**src/acsc_cfg.svh**
```systemverilog
// Purpose: constants of the clock, reset and sync control block
// Assumes: 25 MHz system clock
// Notes: definitions only
`ifndef ACSC_CFG_SVH
`define ACSC_CFG_SVH
`define ACSC_CLK_HZ 25000000
`define ACSC_QUAL_MIN_KHZ 250
`define ACSC_QUAL_CYC 8'((`ACSC_CLK_HZ) / ((`ACSC_QUAL_MIN_KHZ) * 1000))
`define ACSC_INIT_CYC 8'h40
`define ACSC_MOD_DIV_HR 4'h4
`define ACSC_MOD_DIV_LP 4'h8
`define ACSC_BASE_HR 8'h80
`define ACSC_BASE_LP 8'h40
`define ACSC_MODE_LP_FIRST 4'hB
`define ACSC_OFS_CTRL 4'h0
`define ACSC_OFS_CFG2 4'h4
`define ACSC_OFS_DECIM 4'h8
`define ACSC_OFS_STAT 4'hC
`define ACSC_CTRL_LP 0
`define ACSC_CTRL_QDIS 1
`define ACSC_CTRL_REFEN 2
`define ACSC_CTRL_BUF_LO 3
`define ACSC_CTRL_BUF_HI 4
`define ACSC_CTRL_OUTPUT_DATA_CLOCK_LO 8
`define ACSC_CTRL_OUTPUT_DATA_CLOCK_HI 10
`define ACSC_CFG2_SYNC 0
`define ACSC_CTRL_RST 32'h0000_0010
`define ACSC_DECIM_RST 16'h0400
`define ACSC_PIN_W 13
`define ACSC_PIN_IDLE 13'h000C
`endif

```
**src/acsc_pkg.sv**
```systemverilog
// Purpose: types of the clock, reset and sync control block
// Assumes: nothing
// Notes: pin struct order matches the synchroniser vector
package acsc_pkg;
    typedef enum logic [1:0] {BUF_ENABLED, BUF_BYPASS, BUF_PRECHARGE} acsc_buf_mode_t;
    typedef enum logic {ST_INIT, ST_RUN} acsc_state_t;
    typedef struct packed {
        logic read;
        logic write;
        logic [3:0] address;
        logic [3:0] byteenable;
        logic [31:0] writedata;
    } acsc_avs_req_t;
    typedef struct packed {
        logic [3:0] mode;
        logic [2:0] output_data_clock_sel;
        logic pin_mode;
        logic clk_sel;
        logic start_n;
        logic sync_in_n;
        logic xtal;
        logic mclk;
    } acsc_pins_t;
    typedef struct packed {
        logic int_en;
        logic buf_en;
        logic direct_en;
    } acsc_ref_t;
endpackage

```
**src/acsc_sync3.sv**
```systemverilog
// Purpose: three-stage pin synchroniser with agreement filter
// Assumes: inputs asynchronous to clk_sys
// Notes: a change is taken once stages two and three agree
`timescale 1ns/10ps
`include "acsc_cfg.svh"
module acsc_sync3
(
    // Clock and reset
    input wire logic clk_sys,
    input wire logic sys_rst,
    // Pins
    input wire logic [`ACSC_PIN_W-1:0] pin_raw,
    output logic [`ACSC_PIN_W-1:0] pin_q
);
    logic [`ACSC_PIN_W-1:0] s1;
    logic [`ACSC_PIN_W-1:0] s2;
    logic [`ACSC_PIN_W-1:0] s3;
    // Idle level per bit, so every stage leaves reset at its pin's rest value
    localparam logic [`ACSC_PIN_W-1:0] pin_idle = `ACSC_PIN_IDLE;
    genvar i;
    generate
        for (i = 0; i < `ACSC_PIN_W; i = i + 1)
        begin : g_bit
            always_ff @(posedge clk_sys)
            begin
                if (sys_rst)
                begin
                    s1[i] <= pin_idle[i];
                    s2[i] <= pin_idle[i];
                    s3[i] <= pin_idle[i];
                    pin_q[i] <= pin_idle[i];
                end
                else
                begin
                    s1[i] <= pin_raw[i];
                    s2[i] <= s1[i];
                    s3[i] <= s2[i];
                    // Only agreeing later stages count, a lone glitch is dropped
                    if (s2[i] == s3[i])
                        pin_q[i] <= s3[i];
                end
            end
        end
    endgenerate
endmodule // acsc_sync3

```
**src/acsc_ctrl.sv**
```systemverilog
// Purpose: clock derivation, sync pulse and reference buffer control
// Assumes: master clock well below clk_sys; Avalon-MM slave, one wait state
// Notes: pins are sampled, so the derived clocks carry clk_sys jitter
`timescale 1ns/10ps
`include "acsc_cfg.svh"
module acsc_ctrl
(
    // Clock and reset
    input wire logic clk_sys,
    input wire logic sys_rst,
    // Pins from the board
    input wire acsc_pkg::acsc_pins_t pins_raw,
    // Avalon-MM slave
    input wire acsc_pkg::acsc_avs_req_t avs_req,
    output logic [31:0] avs_readdata,
    output logic avs_waitrequest,
    // Derived clocks and sync
    output logic modulator_clock,
    output logic output_data_clock,
    output logic sync_out_n,
    output logic digital_reset,
    // Filter frame strobes
    output logic max_odr_strobe,
    output logic odr_strobe,
    // Reference control
    output acsc_pkg::acsc_ref_t ref_ctl
);
    import acsc_pkg::*;

    logic [`ACSC_PIN_W-1:0] pin_vec;
    acsc_pins_t pins;
    acsc_state_t state;
    logic [7:0] init_cnt;
    logic clk_src;
    logic src_prev;
    logic sync_prev;
    logic start_prev;
    logic [31:0] ctrl;
    logic cfg2_sync;
    logic [15:0] decim;
    logic [3:0] strap_mode;
    logic [2:0] strap_output_data_clock;
    logic [3:0] mod_cnt;
    logic [7:0] output_data_clock_cnt;
    logic [7:0] base_cnt;
    logic [15:0] dec_cnt;
    logic [7:0] miss_cnt;
    logic clk_missing;
    logic sync_req;
    logic src_lvl;
    logic src_edge;
    logic src_rise;
    logic sync_fall;
    logic start_fall;
    logic acc;
    logic wr_go;
    logic cfg2_toggle;
    logic eff_lp;
    logic eff_qdis;
    logic [2:0] eff_output_data_clock;
    logic [15:0] eff_dec;
    logic [3:0] mod_div;
    logic [7:0] output_data_clock_top;
    logic [7:0] base_top;
    logic mod_toggle;
    logic mod_rise;
    acsc_buf_mode_t eff_buf;
    logic [31:0] next_rdata;

    acsc_sync3 u_sync
    (
        .clk_sys(clk_sys),
        .sys_rst(sys_rst),
        .pin_raw(pins_raw),
        .pin_q(pin_vec)
    );
    assign pins = acsc_pins_t'(pin_vec);

    // Decimation of each strap code
    function automatic logic [15:0] pin_decim(input logic [3:0] m);
        case (m)
            4'h0: pin_decim = 16'h0400;
            4'h1, 4'h5, 4'h8, 4'hB: pin_decim = 16'h0200;
            4'h3, 4'h7, 4'hA, 4'hD, 4'hE: pin_decim = 16'h0080;
            default: pin_decim = 16'h0100;
        endcase
    endfunction

    // Strap codes that use the internal reference
    function automatic logic pin_intref(input logic [3:0] m);
        case (m)
            4'h8, 4'h9, 4'hA, 4'hE, 4'hF: pin_intref = 1'b1;
            default: pin_intref = 1'b0;
        endcase
    endfunction

    always_comb
    begin
        src_lvl = clk_src ? pins.xtal : pins.mclk;
        src_edge = (state == ST_RUN) && (src_lvl != src_prev);
        src_rise = src_edge && src_lvl;
        sync_fall = sync_prev && !pins.sync_in_n;
        start_fall = start_prev && !pins.start_n;
        acc = (avs_req.read || avs_req.write) && avs_waitrequest;
        wr_go = avs_req.write && !avs_waitrequest;
        cfg2_toggle = wr_go && (avs_req.address == `ACSC_OFS_CFG2) && avs_req.byteenable[0]
            && (avs_req.writedata[`ACSC_CFG2_SYNC] != cfg2_sync) && !pins.pin_mode;
        eff_lp = pins.pin_mode ? (strap_mode >= `ACSC_MODE_LP_FIRST) : ctrl[`ACSC_CTRL_LP];
        eff_qdis = !pins.pin_mode && ctrl[`ACSC_CTRL_QDIS];
        eff_output_data_clock = pins.pin_mode ? strap_output_data_clock : ctrl[`ACSC_CTRL_OUTPUT_DATA_CLOCK_HI:`ACSC_CTRL_OUTPUT_DATA_CLOCK_LO];
        eff_dec = pins.pin_mode ? pin_decim(strap_mode) : decim;
        eff_buf = acsc_buf_mode_t'(ctrl[`ACSC_CTRL_BUF_HI:`ACSC_CTRL_BUF_LO]);
        mod_div = eff_lp ? `ACSC_MOD_DIV_LP : `ACSC_MOD_DIV_HR;
        output_data_clock_top = (8'h01 << eff_output_data_clock) - 8'h01;
        base_top = eff_lp ? `ACSC_BASE_LP : `ACSC_BASE_HR;
        mod_toggle = src_edge && (mod_cnt == mod_div - 4'h1);
        mod_rise = mod_toggle && !modulator_clock;
        case (avs_req.address)
            `ACSC_OFS_CTRL: next_rdata = ctrl;
            `ACSC_OFS_CFG2: next_rdata = {31'h0, cfg2_sync};
            `ACSC_OFS_DECIM: next_rdata = {16'h0, decim};
            `ACSC_OFS_STAT: next_rdata = {21'h0, strap_output_data_clock, strap_mode, pins.pin_mode,
                clk_missing, clk_src, state == ST_RUN};
            default: next_rdata = 32'h0;
        endcase
    end

    // Init on the internal clock, then latch the source select
    always_ff @(posedge clk_sys)
    begin
        if (sys_rst)
        begin
            state <= ST_INIT;
            init_cnt <= 8'h0;
            clk_src <= 1'b0;
        end
        else
        begin
            case (state)
                ST_INIT:
                begin
                    init_cnt <= init_cnt + 8'h1;
                    if (init_cnt == `ACSC_INIT_CYC - 8'h1)
                    begin
                        state <= ST_RUN;
                        clk_src <= pins.clk_sel;
                    end
                end
                default:
                    state <= ST_RUN;
            endcase
        end
    end

    // Edge history of sampled pins
    always_ff @(posedge clk_sys)
    begin
        if (sys_rst)
        begin
            src_prev <= 1'b0;
            sync_prev <= 1'b1;
            start_prev <= 1'b1;
        end
        else
        begin
            src_prev <= src_lvl;
            sync_prev <= pins.sync_in_n;
            start_prev <= pins.start_n;
        end
    end

    // Avalon-MM slave, one wait state on every access
    always_ff @(posedge clk_sys)
    begin
        if (sys_rst)
        begin
            avs_waitrequest <= 1'b1;
            avs_readdata <= 32'h0;
        end
        else
        begin
            avs_waitrequest <= !acc;
            if (acc)
                avs_readdata <= avs_req.read ? next_rdata : 32'h0;
        end
    end

    // Software registers; a sync pulse leaves them alone
    always_ff @(posedge clk_sys)
    begin
        if (sys_rst)
        begin
            ctrl <= `ACSC_CTRL_RST;
            cfg2_sync <= 1'b0;
            decim <= `ACSC_DECIM_RST;
        end
        else if (wr_go)
        begin
            case (avs_req.address)
                `ACSC_OFS_CTRL:
                begin
                    if (avs_req.byteenable[0])
                        ctrl[7:0] <= {3'h0, avs_req.writedata[4:0]};
                    if (avs_req.byteenable[1])
                        ctrl[15:8] <= {5'h0, avs_req.writedata[10:8]};
                end
                `ACSC_OFS_CFG2:
                    if (avs_req.byteenable[0])
                        cfg2_sync <= avs_req.writedata[`ACSC_CFG2_SYNC];
                `ACSC_OFS_DECIM:
                begin
                    if (avs_req.byteenable[0])
                        decim[7:0] <= avs_req.writedata[7:0];
                    if (avs_req.byteenable[1])
                        decim[15:8] <= avs_req.writedata[15:8];
                end
                default:
                    cfg2_sync <= cfg2_sync;
            endcase
        end
    end

    // Straps caught after init and on every sync pulse in pin mode
    always_ff @(posedge clk_sys)
    begin
        if (sys_rst)
        begin
            strap_mode <= 4'h0;
            strap_output_data_clock <= 3'h0;
        end
        else if ((state == ST_INIT && init_cnt == `ACSC_INIT_CYC - 8'h1)
            || (sync_fall && pins.pin_mode))
        begin
            strap_mode <= pins.mode;
            strap_output_data_clock <= pins.output_data_clock_sel;
        end
    end

    // Digital block reset from the sync input
    always_ff @(posedge clk_sys)
    begin
        if (sys_rst)
            digital_reset <= 1'b0;
        else
            digital_reset <= sync_fall;
    end

    // Modulator and data clock dividers count source transitions
    always_ff @(posedge clk_sys)
    begin
        if (sys_rst || digital_reset)
        begin
            mod_cnt <= 4'h0;
            modulator_clock <= 1'b0;
            output_data_clock_cnt <= 8'h0;
            output_data_clock <= 1'b0;
        end
        else if (src_edge)
        begin
            mod_cnt <= mod_toggle ? 4'h0 : mod_cnt + 4'h1;
            if (mod_toggle)
                modulator_clock <= !modulator_clock;
            output_data_clock_cnt <= (output_data_clock_cnt >= output_data_clock_top) ? 8'h0 : output_data_clock_cnt + 8'h1;
            if (output_data_clock_cnt >= output_data_clock_top)
                output_data_clock <= !output_data_clock;
        end
    end

    // Filter frames: base frame at max rate, output frame at chosen rate
    always_ff @(posedge clk_sys)
    begin
        if (sys_rst || digital_reset)
        begin
            base_cnt <= 8'h0;
            dec_cnt <= 16'h0;
            max_odr_strobe <= 1'b0;
            odr_strobe <= 1'b0;
        end
        else
        begin
            max_odr_strobe <= mod_rise && (base_cnt == base_top - 8'h1);
            odr_strobe <= mod_rise && (dec_cnt == eff_dec - 16'h1);
            if (mod_rise)
            begin
                base_cnt <= (base_cnt >= base_top - 8'h1) ? 8'h0 : base_cnt + 8'h1;
                dec_cnt <= (dec_cnt >= eff_dec - 16'h1) ? 16'h0 : dec_cnt + 16'h1;
            end
        end
    end

    // Sync output: one master clock period low, launched on a rising edge
    always_ff @(posedge clk_sys)
    begin
        if (sys_rst)
        begin
            sync_req <= 1'b0;
            sync_out_n <= 1'b1;
        end
        else
        begin
            if (src_rise)
                sync_out_n <= !(sync_out_n && sync_req);
            // A new request in the launch cycle wins over the clear
            if (start_fall || cfg2_toggle)
                sync_req <= 1'b1;
            else if (src_rise && sync_out_n)
                sync_req <= 1'b0;
        end
    end

    // Clock qualifier: flags a source that stopped toggling
    always_ff @(posedge clk_sys)
    begin
        if (sys_rst)
        begin
            miss_cnt <= 8'h0;
            clk_missing <= 1'b0;
        end
        else
        begin
            if (src_edge)
                miss_cnt <= 8'h0;
            else if (miss_cnt < `ACSC_QUAL_CYC)
                miss_cnt <= miss_cnt + 8'h1;
            clk_missing <= (state == ST_RUN) && (miss_cnt >= `ACSC_QUAL_CYC) && !eff_qdis;
        end
    end

    // Reference switches; precharge buffers during the high modulator phase
    always_ff @(posedge clk_sys)
    begin
        if (sys_rst)
            ref_ctl <= '0;
        else
        begin
            ref_ctl.int_en <= pins.pin_mode ? pin_intref(strap_mode) : ctrl[`ACSC_CTRL_REFEN];
            ref_ctl.buf_en <= (eff_buf == BUF_ENABLED)
                || (eff_buf == BUF_PRECHARGE && modulator_clock);
            ref_ctl.direct_en <= (eff_buf == BUF_BYPASS)
                || (eff_buf == BUF_PRECHARGE && !modulator_clock);
        end
    end
endmodule // acsc_ctrl

```
**config.mk**
```make
export PLATFORM = sky130hd
export DESIGN_NAME = acsc_ctrl
export DESIGN_NICKNAME = d
export VERILOG_FILES = /design/src/acsc_pkg.sv /design/src/acsc_sync3.sv /design/src/acsc_ctrl.sv
export VERILOG_INCLUDE_DIRS = /design/src /design/src/src
export SDC_FILE = /design/constraint.sdc
export NUM_CORES = 1
export LEC_CHECK = 0
export BUFFER_PORTS_ARGS = -buffer_cell sky130_fd_sc_hd__buf_2
export CAP_MARGIN = 25
export CORE_MARGIN = 8
export CORE_UTILIZATION = 43
export DETAILED_ROUTE_END_ITERATION = 12
export MAX_ROUTING_LAYER = met4
export PLACE_DENSITY = 0.63
export SYNTH_ARGS = -nofsm -noshare
export SYNTH_HDL_FRONTEND = slang
export SYNTH_SLANG_ARGS = --single-unit
```
**constraint.sdc**
```tcl
create_clock -name clk_sys -period 4.92 [get_ports clk_sys]
set_clock_uncertainty 0.15 [all_clocks]
set_input_delay 0.984 -clock clk_sys [delete_from_list [all_inputs] [get_ports clk_sys]]
set_output_delay 0.984 -clock clk_sys [all_outputs]
set_load 0.05 [all_outputs]
```
* Word-level counts from Yosys, hierarchy flattened
Memory sizes are Yosys's and may differ from the RTL's. A register that Yosys moved wholly into a read port is not among the register bits. Cells that the tools add are included.
Word-level totals: bits in registers 185, bits in latches 0, memory bits (writable) 0, ROM bits 64, input bits 57, output and inout port bits 42, memories kept 1
Memories:
- (name not given) | words 16, width 4, rd ports 1, clocked after Yosys merged registers in 1, write ports 0, line acsc_ctrl.sv:81 | case (m)
Operators by class: add/sub/neg operators 10, $mul 0, divide/modulo/power cells 0, order comparisons 6, equality and inequality tests 29, shifts and indexed selects 1, mux-type cells 20, bitwise gates (word level) 1, reduce and logical (&&, ||, !) cells 51
Operator list (count):
- case mux 16 bit (4 select lines) | 1
- adder 8 x 1 -> 8 bit (second input constant) | 4
- two-way mux 16 bit | 2
- two-way mux 32 bit | 1
- == test 4 bit (second input constant) | 7
- two-way mux 8 bit | 3
- logical AND 1 bit | 23
- adder 16 x 1 -> 16 bit (second input constant) | 1
- == test 16 bit | 1
- >= comparator 16 bit | 1
- >= comparator 8 bit | 2
- two-way mux 4 bit | 4
- subtractor 16 x 1 -> 16 bit (second input constant) | 1
- subtractor 8 x 1 -> 8 bit (second input constant) | 2
- AND reduction 3 bit | 5
- == test 1 bit | 13
- logical NOT 1 bit | 9
- == test 8 x 6 -> 1 bit (second input constant) | 1
- == test 8 bit | 1
- >= comparator 8 x 7 -> 1 bit (second input constant) | 1
- < comparator 8 x 7 -> 1 bit (second input constant) | 1
- two-way mux 1 bit | 8
- << shifter 1 x 3 -> 8 bit (first input constant) | 1
- logical OR 1 bit | 6
- other kinds (16) | 19

* Depth between registers and ports, before layout
depth after elaboration 8, depth in mapped cells 17, depth with buffers taken out 13

* Cells and area by module
A second synthesis with hierarchy kept.
Unflattened totals: cell total of the unflattened synthesis 867, area, all modules 7840.0 um2
By module, submodules not included:
- acsc_ctrl | times used 1, cells an instance 732, area an instance 6339.8 um2, sequential area each 2422.3 um2
- acsc_sync3 | times used 1, cells an instance 135, area an instance 1500.2 um2, sequential area each 1041.0 um2

* Least setup slack after synthesis
Ideal clock, no wire load.
path type reg-to-reg, start point register decim[3], end point register dec_cnt[10], data arrival time 3.829 ns, required time 4.696 ns, path slack 0.867 ns, cell stages (with the launch flop) 15, buffers on the path 1, period minus slack after synthesis 4.053 ns, cell sequence dfxtp_1 or4_1 or3_4 o31ai_4 nand2_2 o311ai_0 o21a_1 ha_1 nand4_1 nor2_1 a221o_1 nor3_1 clkbuf_1 nand3_1 a31oi_1
On the way: longest elaborated chain between the ends 4
Ends and longest elaborated chain:
- start, declared | line acsc_ctrl.sv:40 | logic [15:0] decim;
- start signal, assigned | line acsc_ctrl.sv:195 | decim <= `ACSC_DECIM_RST;
- start signal, assigned | line acsc_ctrl.sv:213 | decim[7:0] <= avs_req.writedata[7:0];
- two-way mux 16 bit | line acsc_ctrl.sv:111 | eff_dec = pins.pin_mode ? pin_decim(strap_mode) : decim;
- subtractor 16 x 1 -> 16 bit | line acsc_ctrl.sv:286 | dec_cnt <= (dec_cnt >= eff_dec - 16'h1) ? 16'h0 : dec_cnt + 16'h1;
- >= comparator 16 bit | line acsc_ctrl.sv:286
- two-way mux 16 bit | line acsc_ctrl.sv:286
- end signal, assigned | line acsc_ctrl.sv:286
- end, declared | line acsc_ctrl.sv:46 | logic [15:0] dec_cnt;
Every way passes these cells. A chain may end at the register's enable or synchronous reset.

* Worst setup path in the final report
start point register decim[3], end point register dec_cnt[7]
The elaborated chain is that of the path after synthesis.

==> impl_metrics.yaml <==
status:
  outcome: "completed"
yosys:
  synthesis.instances: 890
  seq_area_frac_synth_pct: 43.4
  avgSynthCellArea_um2: 8.96
  synth_cell_types: 59
  ys_seq_elements: 173
  synth_flop_cell: "dfxtp_1"
  synth_edf_count: 0
  synth.area.top_cells: "dfxtp_1, ha_1, mux2i_1"
  synth_top_area_share_pct: 43.4
  synth_top_area_cell: "dfxtp_1"
  synth_warnings: 0
  mappedNetlistArea_um2: 7970
  async_flop_share_pct: 0
global_route:
  grt_overflow: 0
  grt_pass1_wl_mm: 29.8
  grt_use_total_pct: 16.0
  first_global_vias: 5944
  antenna_found_initial: 2
  grt_max_degree: 69
floorplan:
  rows: 50
  die_w_um: 152
  io_pins: 99
  core_area_um2: 18500
  dieArea_um2: 23200
  dieHeight_um: 152
  start_util_pct: 43.2
placement:
  place_ws_ns: 0.731
  port_buffers: 64
  dpl_cell_area_um2: 8440
  place.gp.congestion: 0.831
  dp_hpwl_mm: 12.7
worst_hold_path:
  worstHoldStart: "u_sync.s1[2]"
  holdPathEnd: "u_sync.s2[2]"
  hold_path_depth: 1
  hold_path_class: "reg2reg"
sta:
  slew_headroom_pct: 32.4
  max_freq_mhz: 233
  tns_ns: 0
  setup_ws_ns: 0.623
  layout_min_cycle_time_ns: 4.30
  setup_violations: 0
  rsz0062_at_grt: "no"
  post-route-period-util_pct: 87.3
  final_max_slew_viol_count: 0
  worst-slew-pin-transition_ns: 1.00
  hold_viol: 0
route:
  drtAntennaViolNets: 0
  drtPass1Iterations: 5
  vias: 6297
  drt_iter0_drc: 325
  routed_wl_mm: 17.9
  viasPerCell: 5.28
  drc: 0
  post_drt_wl_per_cell_um: 15.0
power:
  p_leak_nw: 3.65
  p_per_area_nw_per_um2: 321
  ir_worst_vdd_mv: 0.289
  power_mw: 2.89
final_layout:
  stdcell_area_um2: 8990
  utilization_pct: 48.7
  areaGrowthSynthToFinish_pct: 12.8
  nets: 1038
  drive_gt1_share_pct: 13.6
critical_path:
  reg2reg_from: "decim[3]"
  cp_max_fo: 13
  start_kind: "register"
  crit_type: "reg2reg"
  rr_worst_depth: 14
  rrSetupSlack_ns: 0.62
  endpoint_kind: "register"
  worstPathRequired_ns: 5.04
  r2r_end: "dec_cnt[7]"
  cp_data_arrival_time_ns: 4.42
clock_tree:
  cts.sinks: 173
  clock_latency_ns: 0.43
  ctsResizeCount: 0
  numCtsBuffers: 17
  hold_buffers: 0
  cts_tree: "done"
  cts-root-buf: "clkbuf_16"
  clk_pin_slew_ns: 0.07
  cts_setup_buffers: 0
  htreeDepth: 4
  cts_buffer_depth: 2
flow_run:
  maxCapViolCount: 0
==> through the flow <==
step,hold WS (ns),instances
global placement,0.245,1158
floorplan,0.239,905
global route,0.273,1192
finish,0.263,1192
detailed placement,0.251,1158
CTS,0.267,1189
==> placed cells by master (no fill, tap or decap), types with 8 or more instances in the layout <==
cell / Yosys / layout
buf_2: 5 / 63
nor2b_1: 43 / 43
mux2i_1: 42 / 42
dfxtp_1: 173 / 173
ha_1: 37 / 37
nor2_1: 96 / 96
nand4_1: 14 / 14
or3_1: 11 / 11
nand3_1: 40 / 40
a21o_1: 9 / 9
clkbuf_16: 0 / 17
o21ai_0: 42 / 42
xor2_1: 16 / 16
a31oi_1: 13 / 13
nor3_1: 16 / 15
xnor2_1: 16 / 16
mux2_2: 11 / 11
nand4b_1: 9 / 9
buf_4: 16 / 8
conb_1: 2 / 17
a211oi_1: 8 / 8
nand2_1: 76 / 76
or2_2: 10 / 10
a21oi_1: 46 / 46
a22oi_1: 8 / 8
inv_1: 19 / 19
==> where the power goes <==
group | internal [mW] | switching, mW
clock network | 0.665 | 0.569
registers | 1.43 | 0.0208
logic | 0.0686 | 0.136
==> flip-flops by register name, indices dropped and copies added (netlist names), 4 cells and up, named ones only <==
| name | count |
|---|---|
| avs_readdata | 16 |
| dec_cnt | 16 |
| decim | 16 |
| u_sync.pin_q | 13 |
| u_sync.s1 | 13 |
| u_sync.s2 | 13 |
| u_sync.s3 | 13 |
| base_cnt | 8 |
| ctrl | 8 |
| init_cnt | 8 |
| miss_cnt | 8 |
| output_data_clock_cnt | 8 |
| mod_cnt | 4 |
| strap_mode | 4 |
==> worst max-delay path by stage <==
stage                        start     endpoint  slack (ns)  cells past startpoint
final                     decim[3]   dec_cnt[7]        0.62                     14
after global routing      decim[3]   dec_cnt[7]        0.29                     14
after CTS                 decim[3]   dec_cnt[7]        0.70                     14
after detailed placement  decim[3]   dec_cnt[7]        0.73                     14
after global placement    decim[3]   dec_cnt[7]        0.76                     14
after floorplan           decim[3]  dec_cnt[10]        0.87                     14
==> critical path, cell delays in order, from the launching register on <==
cell and delay (ns):
dfxtp_1 0.38, or4_1 0.60, or3_4 0.39, o31ai_1 0.28, nand3b_1 0.13, xnor2_1 0.15
mux2i_1 0.10, ha_1 0.30, nand4_1 0.15, or3_1 0.41, a31oi_1 0.52, nor3_2 0.12
buf_4 0.21, a22oi_1 0.15, a21oi_1 0.09
==> cell type report <==
type	instances	area (um2)
Fill cell	1758	9470
Multi-Input combinational cell	661	4240
Sequential cell	173	3460
Clock buffer	21	450
Timing Repair Buffer	72	389
Tap cell	234	293
Clock inverter	10	80.1
Inverter	19	71.3
Antenna cell	2	5.00
==> cells in the mapped netlist (all sizes together), types with 9 or more instances <==
cell type / count
a21o: 9
a21oi: 46
a31oi: 13
buf: 25
clkbuf: 27
dfxtp: 173
ha: 37
inv: 19
mux2: 11
mux2i: 43
nand2: 78
nand3: 40
nand4: 14
nand4b: 9
nor2: 96
nor2b: 43
nor3: 16
o21ai: 42
or2: 10
or3: 12
xnor2: 16
xor2: 16
==> kinds of logic (layout without fill, tap and decap cells) <==
kind of cell	count (synthesis)	in the layout	share of synthesized area (%)
simple gates	353	353	22.2
fa+ha+maj	37	37	5.81
compound gates	167	167	13.4
buf+inv	71	122	4.17
flops	173	173	43.4
other cells	2	19	0.0942
mux	55	55	7.39
xor+xnor	32	32	3.52
==> per-layer routing <==
metal,share of wire (%),up-vias,GRT usage [%]
li1,-,3233,-
met3,4.1,8,4.00
met4,0.69,0,3.86
met5,0,-,-
met1,49,2953,20.3
met2,47,103,25.3
Power figures use the tool's default switching activity.
